## config.mk

```make
export PLATFORM = sky130hd
export DESIGN_NAME = dtpf_top
export DESIGN_NICKNAME = d
export VERILOG_FILES = /design/src/dtpf_pkg.sv /design/src/dtpf_top.sv /design/src/dtpf_dtg.sv /design/src/dtpf_fault.sv
export SDC_FILE = /design/constraint.sdc
export NUM_CORES = 1
export LEC_CHECK = 0
export ABC_AREA = 1
export BUFFER_PORTS_ARGS = -buffer_cell sky130_fd_sc_hd__clkbuf_2
export CORE_ASPECT_RATIO = 1.25
export CORE_MARGIN = 2
export CORE_UTILIZATION = 55
export DETAILED_ROUTE_END_ITERATION = 7
export GPL_TIMING_DRIVEN = 0
export PLACE_DENSITY = 0.78
export SLEW_MARGIN = 20
export SYNTH_ARGS = -nofsm -noshare
export SYNTH_HDL_FRONTEND = slang
export SYNTH_SLANG_ARGS = --single-unit
```

## constraint.sdc

```tcl
create_clock -name clk_i -period 3.8 [get_ports clk_i]
set_input_delay 0.76 -clock clk_i [delete_from_list [all_inputs] [get_ports clk_i]]
set_output_delay 0.76 -clock clk_i [all_outputs]
set_load 0.05 [all_outputs]
```

## src/dtpf_pkg.sv

```systemverilog
// constants and types shared by the dead-time, pattern and fault unit
package dtpf_pkg;
    localparam int NCH  = 4;
    localparam int NPIN = 8;
    localparam int RW   = 8;

    // register indices, byte address is four times the index
    localparam logic [3:0] IDX_CTRL    = 4'h0;
    localparam logic [3:0] IDX_MASK    = 4'h2;
    localparam logic [3:0] IDX_FDCTRL  = 4'h3;
    localparam logic [3:0] IDX_STATUS  = 4'h4;
    localparam logic [3:0] IDX_BOTH    = 4'h6;
    localparam logic [3:0] IDX_BOTHBUF = 4'h7;
    localparam logic [3:0] IDX_LOW_SIDE_DEAD_TIME    = 4'h8;
    localparam logic [3:0] IDX_HIGH_SIDE_DEAD_TIME    = 4'h9;
    localparam logic [3:0] IDX_LOW_SIDE_DEAD_TIME_BUFFER = 4'ha;
    localparam logic [3:0] IDX_DTHSBUF = 4'hb;
    localparam logic [3:0] IDX_OOE     = 4'hc;

    // field positions
    localparam int CTRL_PGM  = 5;
    localparam int CTRL_COMMON_WAVEFORM_BIT = 4;
    localparam int FD_IGN    = 4;
    localparam int FD_MODE   = 2;
    localparam int ST_FDF    = 2;
    localparam int ST_HSV    = 1;
    localparam int ST_LSV    = 0;

    localparam logic [5:0]    CTRL_RST = 6'h00;
    localparam logic [RW-1:0] REG_RST  = 8'h00;

    typedef enum logic [1:0] {
        DTPF_ACT_NONE = 2'b00,
        DTPF_ACT_CLR  = 2'b01,
        DTPF_ACT_RSV  = 2'b10,
        DTPF_ACT_DIR  = 2'b11
    } dtpf_act_t;

    typedef enum logic {
        DTPF_RUN   = 1'b0,
        DTPF_FAULT = 1'b1
    } dtpf_fstate_t;
endpackage : dtpf_pkg

```

## src/dtpf_top.sv

```systemverilog
// dead-time insertion, pattern generation and fault protection unit
// Notes on behaviour
// - enabled channel hands its pin pair to the override enable bits
// - four equal dead-time generators share the dead-time registers
// - low and high side dead times separate, each double buffered
// - 8-bit dead-time counter steps down each clock, stops at zero
// - non-zero dead-time counter forces both sides low
// - rising edge loads low side time, falling edge high side
// - pattern mode bypasses dead time and reuses its registers
// - in pattern mode overridden pins carry channel a waveform
// - buffer to active transfers happen only at update
// - each event channel maskable, enabled ones ored into fault
// - clear-override action clears all override enable bits
// - direction-clear action clears port direction bits
// - fault sets fault flag and timer error flag
// - fault action lands within two clocks, hardware only
// - latched mode waits for no fault and flag cleared, then update
// - cycle mode waits only for no fault, then update
// - restoring update reloads override or direction bits
// - lock bit blocks writes to control, override and mask
// - debugger break acts as fault source by default
// - common waveform bit feeds channel a to all generators
// - channel enable bits gate each channel's pin pair outside pattern mode, generators always run
// - action codes 00 off, 01 clear override, 11 clear direction
// - restart bit clear is latched, set is cycle by cycle
// - debug ignore bit stops breaks raising a fault
// - fault flag cleared by writing one, zero leaves it
`timescale 1ns/1ps
`default_nettype none
module dtpf_top #(
    parameter int DT_W = 8
) (
    input  wire logic        clk_i,
    input  wire logic        rst_i,
    input  wire logic        wb_cyc_i,
    input  wire logic        wb_stb_i,
    input  wire logic        wb_we_i,
    input  wire logic [5:0]  wb_adr_i,
    input  wire logic [3:0]  wb_sel_i,
    input  wire logic [31:0] wb_dat_i,
    output logic      [31:0] wb_dat_o,
    output logic             wb_ack_o,
    input  wire logic [3:0]  wave_i,
    input  wire logic        update_i,
    input  wire logic        lock_upd_i,
    input  wire logic        lock_i,
    input  wire logic [7:0]  fault_event_i,
    input  wire logic        debug_break_i,
    output logic      [7:0]  pin_o,
    output logic      [7:0]  pin_oe_o,
    output logic      [7:0]  dir_clr_o,
    output logic      [7:0]  dir_set_o,
    output logic             err_set_o,
    output logic             fault_o
);
    typedef struct packed {
        logic [5:0]             ctrl;
        logic [7:0]             mask;
        logic                   ign;
        logic                   mode;
        logic [1:0]             act;
        logic                   fdf;
        logic                   lsv;
        logic                   hsv;
        logic [DT_W-1:0]        low_side_dead_time;
        logic [DT_W-1:0]        high_side_dead_time;
        logic [DT_W-1:0]        dtlsb;
        logic [DT_W-1:0]        dthsb;
        logic [7:0]             pin_override_enable_bits;
        dtpf_pkg::dtpf_fstate_t fst;
        logic [7:0]             pin;
        logic [7:0]             pin_oe;
        logic [7:0]             dclr;
        logic [7:0]             dset;
        logic                   err;
        logic                   ack;
        logic [7:0]             dat;
    } dtpf_state_t;

    dtpf_state_t q;
    dtpf_state_t d;

    logic [3:0] ch_wave;
    logic [3:0] ls_w;
    logic [3:0] hs_w;
    logic       fault_w;
    logic       req;
    logic       wr;
    logic [3:0] idx;
    logic [7:0] wd;
    logic       pattern_mode_bit;

    // pin pair of each enabled channel: pins 2k and 2k+1
    function automatic logic [7:0] pair_mask(input logic [3:0] en);
        logic [7:0] m;
        m = 8'h00;
        for (int k = 0; k < dtpf_pkg::NCH; k++) begin
            m[2*k]   = en[k];
            m[2*k+1] = en[k];
        end
        return m;
    endfunction : pair_mask

    assign req = wb_cyc_i & wb_stb_i & ~q.ack;
    assign wr  = req & wb_we_i & wb_sel_i[0];
    assign idx = wb_adr_i[5:2];
    assign wd  = wb_dat_i[7:0];
    assign pattern_mode_bit = q.ctrl[dtpf_pkg::CTRL_PGM];

    // common mode ignores channels b to d
    assign ch_wave = q.ctrl[dtpf_pkg::CTRL_COMMON_WAVEFORM_BIT] ? {4{wave_i[0]}}
                                                : wave_i;

    for (genvar k = 0; k < dtpf_pkg::NCH; k++) begin : g_dtg
        dtpf_dtg #(
            .DT_W (DT_W)
        ) u_dtg (
            .clk_i   (clk_i),
            .rst_i   (rst_i),
            .wave_i  (ch_wave[k]),
            .dt_ls_i (q.low_side_dead_time),
            .dt_hs_i (q.high_side_dead_time),
            .ls_o    (ls_w[k]),
            .hs_o    (hs_w[k])
        );
    end

    dtpf_fault u_fault (
        .clk_i        (clk_i),
        .rst_i        (rst_i),
        .event_i      (fault_event_i),
        .mask_i       (q.mask),
        .dbg_break_i  (debug_break_i),
        .dbg_ignore_i (q.ign),
        .action_i     (q.act),
        .fault_o      (fault_w)
    );

    always_comb begin
        logic [7:0] rv;
        d      = q;
        rv     = pattern_mode_bit ? q.dtlsb : pair_mask(q.ctrl[3:0]);
        d.ack  = req;
        d.err  = 1'b0;
        d.dclr = 8'h00;
        d.dset = 8'h00;

        unique case (idx)
            dtpf_pkg::IDX_CTRL:    d.dat = {2'b00, q.ctrl};
            dtpf_pkg::IDX_MASK:    d.dat = q.mask;
            dtpf_pkg::IDX_FDCTRL:  d.dat = {3'b000, q.ign, 1'b0, q.mode,
                                           q.act};
            dtpf_pkg::IDX_STATUS:  d.dat = {5'h00, q.fdf, q.hsv, q.lsv};
            dtpf_pkg::IDX_BOTH,
            dtpf_pkg::IDX_LOW_SIDE_DEAD_TIME:    d.dat = q.low_side_dead_time;
            dtpf_pkg::IDX_BOTHBUF,
            dtpf_pkg::IDX_LOW_SIDE_DEAD_TIME_BUFFER: d.dat = q.dtlsb;
            dtpf_pkg::IDX_HIGH_SIDE_DEAD_TIME:    d.dat = q.high_side_dead_time;
            dtpf_pkg::IDX_DTHSBUF: d.dat = q.dthsb;
            dtpf_pkg::IDX_OOE:     d.dat = q.pin_override_enable_bits;
            default:               d.dat = 8'h00;
        endcase

        // lock update from the timer holds the buffers back
        if (update_i && !lock_upd_i) begin
            if (q.lsv) begin
                d.low_side_dead_time = q.dtlsb;
                d.lsv  = 1'b0;
                if (pattern_mode_bit && q.fst == dtpf_pkg::DTPF_RUN) begin
                    d.pin_override_enable_bits = q.dtlsb;
                end
            end
            if (q.hsv) begin
                d.high_side_dead_time = q.dthsb;
                d.hsv  = 1'b0;
            end
        end

        if (wr) begin
            unique case (idx)
                dtpf_pkg::IDX_CTRL: begin
                    if (!lock_i) d.ctrl = wd[5:0];
                end
                dtpf_pkg::IDX_MASK: begin
                    if (!lock_i) d.mask = wd;
                end
                dtpf_pkg::IDX_FDCTRL: begin
                    d.ign  = wd[dtpf_pkg::FD_IGN];
                    d.mode = wd[dtpf_pkg::FD_MODE];
                    d.act  = wd[1:0];
                end
                dtpf_pkg::IDX_STATUS: begin
                    if (wd[dtpf_pkg::ST_FDF]) d.fdf = 1'b0;
                end
                dtpf_pkg::IDX_BOTH: begin
                    d.low_side_dead_time = wd;
                    d.high_side_dead_time = wd;
                end
                dtpf_pkg::IDX_BOTHBUF: begin
                    d.dtlsb = wd;
                    d.dthsb = wd;
                    d.lsv   = 1'b1;
                    d.hsv   = 1'b1;
                end
                dtpf_pkg::IDX_LOW_SIDE_DEAD_TIME:    d.low_side_dead_time = wd;
                dtpf_pkg::IDX_HIGH_SIDE_DEAD_TIME:    d.high_side_dead_time = wd;
                dtpf_pkg::IDX_LOW_SIDE_DEAD_TIME_BUFFER: begin
                    d.dtlsb = wd;
                    d.lsv   = 1'b1;
                end
                dtpf_pkg::IDX_DTHSBUF: begin
                    d.dthsb = wd;
                    d.hsv   = 1'b1;
                end
                dtpf_pkg::IDX_OOE: begin
                    if (!lock_i && !q.fdf) d.pin_override_enable_bits = wd;
                end
                default: begin
                end
            endcase
        end

        // placed after the bus so a new fault beats a flag clear
        if (fault_w) begin
            d.fdf = 1'b1;
            d.err = 1'b1;
            d.fst = dtpf_pkg::DTPF_FAULT;
            if (q.act == dtpf_pkg::DTPF_ACT_CLR) begin
                d.pin_override_enable_bits = 8'h00;
            end
            if (q.act == dtpf_pkg::DTPF_ACT_DIR) begin
                d.dclr = rv;
            end
        end else if (q.fst == dtpf_pkg::DTPF_FAULT && update_i &&
                     (q.mode || !q.fdf)) begin
            d.fst = dtpf_pkg::DTPF_RUN;
            if (q.act == dtpf_pkg::DTPF_ACT_CLR) begin
                d.pin_override_enable_bits = rv;
            end
            if (q.act == dtpf_pkg::DTPF_ACT_DIR) begin
                d.dset = rv;
            end
        end

        // pin outputs take one clock; overrides follow the new ooe
        if (pattern_mode_bit) begin
            d.pin    = {8{wave_i[0]}};
            d.pin_oe = d.pin_override_enable_bits;
        end else begin
            for (int k = 0; k < dtpf_pkg::NCH; k++) begin
                d.pin[2*k]   = ls_w[k];
                d.pin[2*k+1] = hs_w[k];
            end
            d.pin_oe = d.pin_override_enable_bits & pair_mask(q.ctrl[3:0]);
        end
    end

    always_ff @(posedge clk_i) begin
        if (rst_i) begin
            q      <= '0;
            q.ctrl <= dtpf_pkg::CTRL_RST;
            q.pin_override_enable_bits  <= dtpf_pkg::REG_RST;
        end else begin
            q <= d;
        end
    end

    assign wb_dat_o  = {24'h000000, q.dat};
    assign wb_ack_o  = q.ack;
    assign pin_o     = q.pin;
    assign pin_oe_o  = q.pin_oe;
    assign dir_clr_o = q.dclr;
    assign dir_set_o = q.dset;
    assign err_set_o = q.err;
    assign fault_o   = q.fst;

    logic ev_hit;
    assign ev_hit = (q.act != dtpf_pkg::DTPF_ACT_NONE) &&
                    ((|(fault_event_i & q.mask)) ||
                     (debug_break_i && !q.ign));
endmodule : dtpf_top
`default_nettype wire

```

## src/dtpf_dtg.sv

```systemverilog
// one dead-time generator: complementary low and high side with dead time
`timescale 1ns/1ps
`default_nettype none
module dtpf_dtg #(
    parameter int DT_W = 8
) (
    input  wire logic            clk_i,
    input  wire logic            rst_i,
    input  wire logic            wave_i,
    input  wire logic [DT_W-1:0] dt_ls_i,
    input  wire logic [DT_W-1:0] dt_hs_i,
    output logic                 ls_o,
    output logic                 hs_o
);
    typedef struct packed {
        logic            prev;
        logic [DT_W-1:0] cnt;
    } dtpf_dtg_t;

    dtpf_dtg_t q;
    dtpf_dtg_t d;
    logic      edge_w;

    assign edge_w = wave_i ^ q.prev;

    always_comb begin
        d      = q;
        d.prev = wave_i;
        if (edge_w) begin
            d.cnt = wave_i ? dt_ls_i : dt_hs_i;
        end else if (q.cnt != '0) begin
            d.cnt = q.cnt - 1'b1;
        end
    end

    // edge counts as dead time too, so no glitch before the reload lands
    assign ls_o = wave_i & ~edge_w & (q.cnt == '0);
    assign hs_o = ~wave_i & ~edge_w & (q.cnt == '0);

    always_ff @(posedge clk_i) begin
        if (rst_i) begin
            q <= '0;
        end else begin
            q <= d;
        end
    end
endmodule : dtpf_dtg
`default_nettype wire

```

## src/dtpf_fault.sv

```systemverilog
// fault source combiner: masked event channels and debugger break
`timescale 1ns/1ps
`default_nettype none
module dtpf_fault (
    input  wire logic       clk_i,
    input  wire logic       rst_i,
    input  wire logic [7:0] event_i,
    input  wire logic [7:0] mask_i,
    input  wire logic       dbg_break_i,
    input  wire logic       dbg_ignore_i,
    input  wire logic [1:0] action_i,
    output logic            fault_o
);
    typedef struct packed {
        logic hit;
    } dtpf_flt_t;

    dtpf_flt_t q;
    dtpf_flt_t d;

    always_comb begin
        d     = q;
        d.hit = (action_i != dtpf_pkg::DTPF_ACT_NONE) &&
                ((|(event_i & mask_i)) ||
                 (dbg_break_i && !dbg_ignore_i));
    end

    assign fault_o = q.hit;

    always_ff @(posedge clk_i) begin
        if (rst_i) begin
            q <= '0;
        end else begin
            q <= d;
        end
    end
endmodule : dtpf_fault
`default_nettype wire

```

; ---- After elaboration in Yosys (flattened, before gate mapping)
; Index checks and enable logic that the tools add are counted.
[totals]
ff_bits = 141
inputBits = 63
word_cells = 169
[classes]
add_sub_neg = 4
eq_ne = 12
muxes = 40
bitwise_logic = 39
n_reduce_logical = 44
[ops]
columns = cell, n
row1 = $mux 8, 27
row2 = $pmux 8 s9, 1
row3 = $mux 43, 1
row4 = $logic_not 8->1, 4
row5 = $reduce_bool 8->1, 4
row6 = $sub 8x1->8 const B, 4
row7 = $and 1x1->1, 20
row8 = $eq 4x4->1 const B, 5
row9 = $mux 18, 1
row10 = $mux 9, 2
row11 = $reduce_bool 2->1, 9
row12 = $and 8x8->8, 2
row13 = $mux 16, 1
row14 = $not 1->1, 13
row15 = $eq 4x3->1 const B, 3
row16 = $reduce_or 2->1, 5
row17 = $reduce_and 3->1, 3
row18 = $eq 4x2->1 const B, 2
row19 = $reduce_or 8->1, 1
row20 = $logic_and 1x1->1, 7
row21 = $mux 1, 6
row22 = $reduce_and 2->1, 3
row23 = $logic_not 1->1, 4
row24 = $logic_not 4->1, 1
row25 = 6 further kinds, 10

; ---- Logic depth before layout (Yosys ltp)
[depth]
word_depth = 13
ltp_mapped = 12
ltp_nobuf = 11

; ---- By module
; Synthesis repeated with hierarchy kept, for this count alone.
[hier_totals]
cells_unflattened = 1213
area_unflattened_um2 = 8116.5
[by_module_without_submodules]
columns = module, n_inst, cells_each, area_each_um2, seq_area_each_um2
row1 = dtpf_top, 1, 749, 5158.7, 2082.0
row2 = dtpf_dtg, 4, 110, 711.9, 180.2
row3 = dtpf_fault, 1, 24, 110.1, 20.0

; ---- Worst setup path before layout
; OpenSTA, ideal clock, no wires.
[synth_timing]
kind = in2reg
startpoint = input port wave_i[0]
endpoint = register g_dtg[2].u_dtg.q[1] (netlist name)
setup_time_ns = 0.118
t_arrival_ns = 2.279
required_ns = 3.682
setup_slack_ns = 1.403
path_stages = 10
n_path_buf = 1
path_cell_list = buf_2 -> nand2_1 -> nand2_1 -> clkinv_1 -> ha_1 -> clkinv_1 -> nand3_1 -> inv_1 -> nor2_1 -> nor2_1
[synth_between]
elab_chain_cells = 3
word_cells_on_any_way = 5
classes_between = 3 x mux / 1 x bitwise / 1 x reduce/logical
[synth_rtl]
columns = element, line_no
row1 = from (decl), dtpf_top.sv:43  ; input wire logic [3:0] wave_i,
row2 = $mux 4 (*), dtpf_top.sv:111  ; assign ch_wave = q.ctrl[dtpf_pkg::CTRL_COMMON_WAVEFORM_BIT] ? {4{wave_i[0]}}
row3 = $mux 8 or $xor 1x1->1 (tied branches), "dtpf_dtg.sv:30, dtpf_dtg.sv:24"
row4 = $mux 8 or $reduce_bool 2->1 (tied branches), -
row5 = to (signal assigned), dtpf_dtg.sv:42  ; q <= '0;
row6 = to (signal assigned), dtpf_dtg.sv:44  ; q <= d;
row7 = to (decl), dtpf_dtg.sv:20  ; dtpf_dtg_t q;
; Every way passes the cells marked *; elsewhere a longest branch is shown, timed or not.
; A chain may end at the register's enable or synchronous reset.

; ---- Final worst setup path
; Ends and elaborated chain as after synthesis.

==> flow_summary_export.csv <==
group,metric,value,unit
die,die_w,108,um
final_layout,utilization,0.658,
clocking,cts_setup_buffers,0,
final_layout,num_antenna_cells,0,
detailed_routing,ant_nets,0,
power,p_leak,4.14,nW
clocking,cts-root-buf,"clkbuf_16",
die,die_area,14600,sq um
die,die_h,135,um
final_layout,regArea,2820,sq um
sta,finalMaxSlewViolations,0,
worst_hold_path,hold_path.class,"flip-flop to flip-flop",
final_layout,final_common_cell,"nand2_1",
die,num_rows,47,
sta,fmax,390,MHz
sta,slew_headroom,0.428,
logic_synthesis,ys_seq_area_frac,0.376,
clocking,clk_latency,430,ps
logic_synthesis,synth.cell_area,7510,sq um
sta,fin_skew,6.71,ps
final_layout,layout_common_cells,"242 x nand2_1, 141 x dfxtp_1, 133 x inv_1",
placed_design,portBuffers,75,
die,start_util,0.565,
detailed_routing,wl_per_cell,15.2,um
final_layout,layout.cells.non_filler,1427,
final_layout,syn2layout_area_growth,16.5,%
setup_path,critPathLaunchType,"input pin",
logic_synthesis,synth_cell_types,38,
logic_synthesis,synth_seq_cells,141,
setup_path,r2r-end,"g_dtg[2].u_dtg.q[1]",
setup_path,crit_fanout,10,
final_layout,multi_input_area,3600,sq um
clocking,cts_buffers,17,
setup_path,critPathRequiredTime,4110,ps
setup_path,end_kind,"flip-flop",
setup_path,r2r_slack,1420,ps
sta,fin_crit_sh,0.674,
sta,setup_violations,0,
logic_synthesis,syn_area_per_cell,6.67,sq um
placed_design,dpl.hpwl,16700,um
setup_path,r2r_start,"q[102]",
clocking,clk_pin_slew,60,ps
sta,layout_min_cycle_time,2560,ps
final_layout,fin_nets,1318,
power,peakVddDrop,0.275,mV
worst_hold_path,whs_endpoint,"q[53]",
clocking,post_cts_resized,0,
global_route,grt.overflow.total,0,
run_status,status,"complete, no violations",
detailed_routing,vias_per_cell,5.28,
final_layout,n_fill_cell,1236,
logic_synthesis,synthCells,1126,
detailed_routing,dr.pass1.iters,7,
logic_synthesis,synth_top_cell_area_share,0.376,
clocking,cts_hold_buf,0,
final_layout,layout-drive-gt1-share,0.166,
placed_design,placed_cells,1395,
logic_synthesis,yosys_warnings,0,
global_route,antenna_found_initial,0,
detailed_routing,vias,7534,
sta,worst_pin_slew,858,ps
sta,rsz0062_at_grt,"no",
worst_hold_path,hold_depth,2,
sta,setup_tns,0,ps
clocking,htree_num_levels,4,
clocking,cts_tree,"built",
clocking,clock_path_buffers,2,
logic_synthesis,synth_area_leaders,"dfxtp_1 38%, nand2_1 12%, o21ai_0 7.9%, a21oi_1 7.3%, inv_1 6.7%",
flow_run,drv_cap,0,
global_route,track_usage,0.300,
global_route,grt_max_degree,17,
die,boundaryPins,130,
placed_design,gp_congestion,0.992,
setup_path,r2r_cells,10,
logic_synthesis,synth_top_area_cell,"dfxtp_1",
global_route,first_global_vias,6878,
clocking,clock_sinks,141,
detailed_routing,wl,21600,um
die,core_region_area,13300,sq um
setup_path,cp.arrival,2880,ps
sta,timing.hold.ws,473,ps
power,pwr_density_cell,467,nW/um^2
global_route,grt_pass1_wl,33700,um
detailed_routing,drc,0,
detailed_routing,drt_iter0_markers,496,
worst_hold_path,hp-start,"q[53]",
sta,hold_violations,0,
setup_path,worstSetupPathType,"input pin to flip-flop",
==> cell usage after synthesis <==
| library cell | n |
|---|---|
| o22ai_1 | 1 |
| nor2_2 | 6 |
| a21oi_2 | 2 |
| nand2_1 | 242 |
| buf_6 | 1 |
| nor3_1 | 14 |
| ha_1 | 12 |
| o221ai_1 | 1 |
| xor2_1 | 7 |
| o21ai_1 | 2 |
| a211oi_1 | 4 |
| inv_2 | 3 |
| nor2_1 | 122 |
| nand4_1 | 6 |
| inv_1 | 133 |
| o211ai_1 | 8 |
| o31ai_1 | 1 |
| a22oi_1 | 2 |
| nand3_1 | 69 |
| buf_2 | 13 |
| xnor2_1 | 1 |
| a21oi_1 | 109 |
| a31o_2 | 1 |
| o21ai_2 | 3 |
| a221oi_1 | 1 |
| and2_1 | 1 |
| nor2_4 | 2 |
| dfxtp_1 | 141 |
| clkinv_1 | 8 |
| nand3b_1 | 1 |
| nand2_2 | 4 |
| buf_4 | 65 |
| o21ai_0 | 118 |
| conb_1 | 1 |
| clkbuf_1 | 17 |
| a31oi_1 | 2 |
| nor3_2 | 1 |
| o21ai_4 | 1 |
==> worst max path at each step <==
| stage | start | end | slack (ps) | depth (start not counted) |
|---|---|---|---|---|
| finish | wave_i[0] | g_dtg[2].u_dtg.q[1] | 1240 | 11 |
| floorplan | wave_i[0] | g_dtg[2].u_dtg.q[1] | 1400 | 10 |
| global placement | wave_i[0] | g_dtg[2].u_dtg.q[1] | 870 | 11 |
| CTS | wave_i[0] | g_dtg[2].u_dtg.q[1] | 1280 | 11 |
| global route | wave_i[0] | g_dtg[2].u_dtg.q[1] | 1050 | 11 |
| detailed placement | wave_i[0] | g_dtg[2].u_dtg.q[1] | 830 | 11 |
==> layout make-up <==
class                      instances  share of cell area
inverter                         144              0.0618
clock inverter                    15              0.0155
tap                              171              0.0245
multi-input combinational        768               0.412
timing repair buffer              75              0.0429
sequential                       141               0.323
clock buffer                      17              0.0487
buffer                            96              0.0718
==> kinds of logic after synthesis <==
logic type | Yosys count | share of synthesized area
DFF | 141 | 0.376
AOI/OAI and AO/OA | 256 | 0.182
buffers and inverters | 240 | 0.156
other | 1 | 0.000500
adders and majority gates | 12 | 0.0200
xor gates and xnor gates | 8 | 0.00933
and+or+nand+nor | 468 | 0.257
==> per-layer routing <==
metal / up-vias / global-route usage / wire length, um
li1: 3767 / - / -
met2: 354 / 0.524 / 10600
met3: 97 / 0.0652 / 1530
met1: 3316 / 0.320 / 8000
met4: 0 / 0.204 / 1490
met5: - / 0 / 0
==> state kept, by name (all words and copies together), names as in the netlist, 8 cells and up <==
name and cells:
pin_oe_o 8, q 60, wb_dat_o 8, pin_o 8, dir_clr_o 8, g_dtg.u_dtg.q 36, dir_set_o 8
==> critical path: stages <==
cell and delay [ps]:
clkbuf_2 110, buf_2 180, nand2_1 120, nand2_1 120, clkinv_1 200, ha_1 480, clkinv_1 310, nand3_1 340
inv_1 120, nor2_1 110, nor2_1 40
==> metrics by stage <==
stage                     power (mW)  worst slack, ps  area (sq um)
final                           4.08             1240          8740
after global routing            4.27             1050          8740
after CTS                       4.08             1280          8740
after detailed placement        2.52              826          8180
after global placement          2.50              872          8180
after floorplan                 2.33             1400          7590
==> where the power goes <==
part	total (mW)	leakage [nW]	switching (mW)	internal [mW]
sequential	1.63	1.14	0.0519	1.57
combinational	0.871	2.73	0.579	0.291
clock	1.58	0.263	0.677	0.907
(Power assumes the default switching activity.)
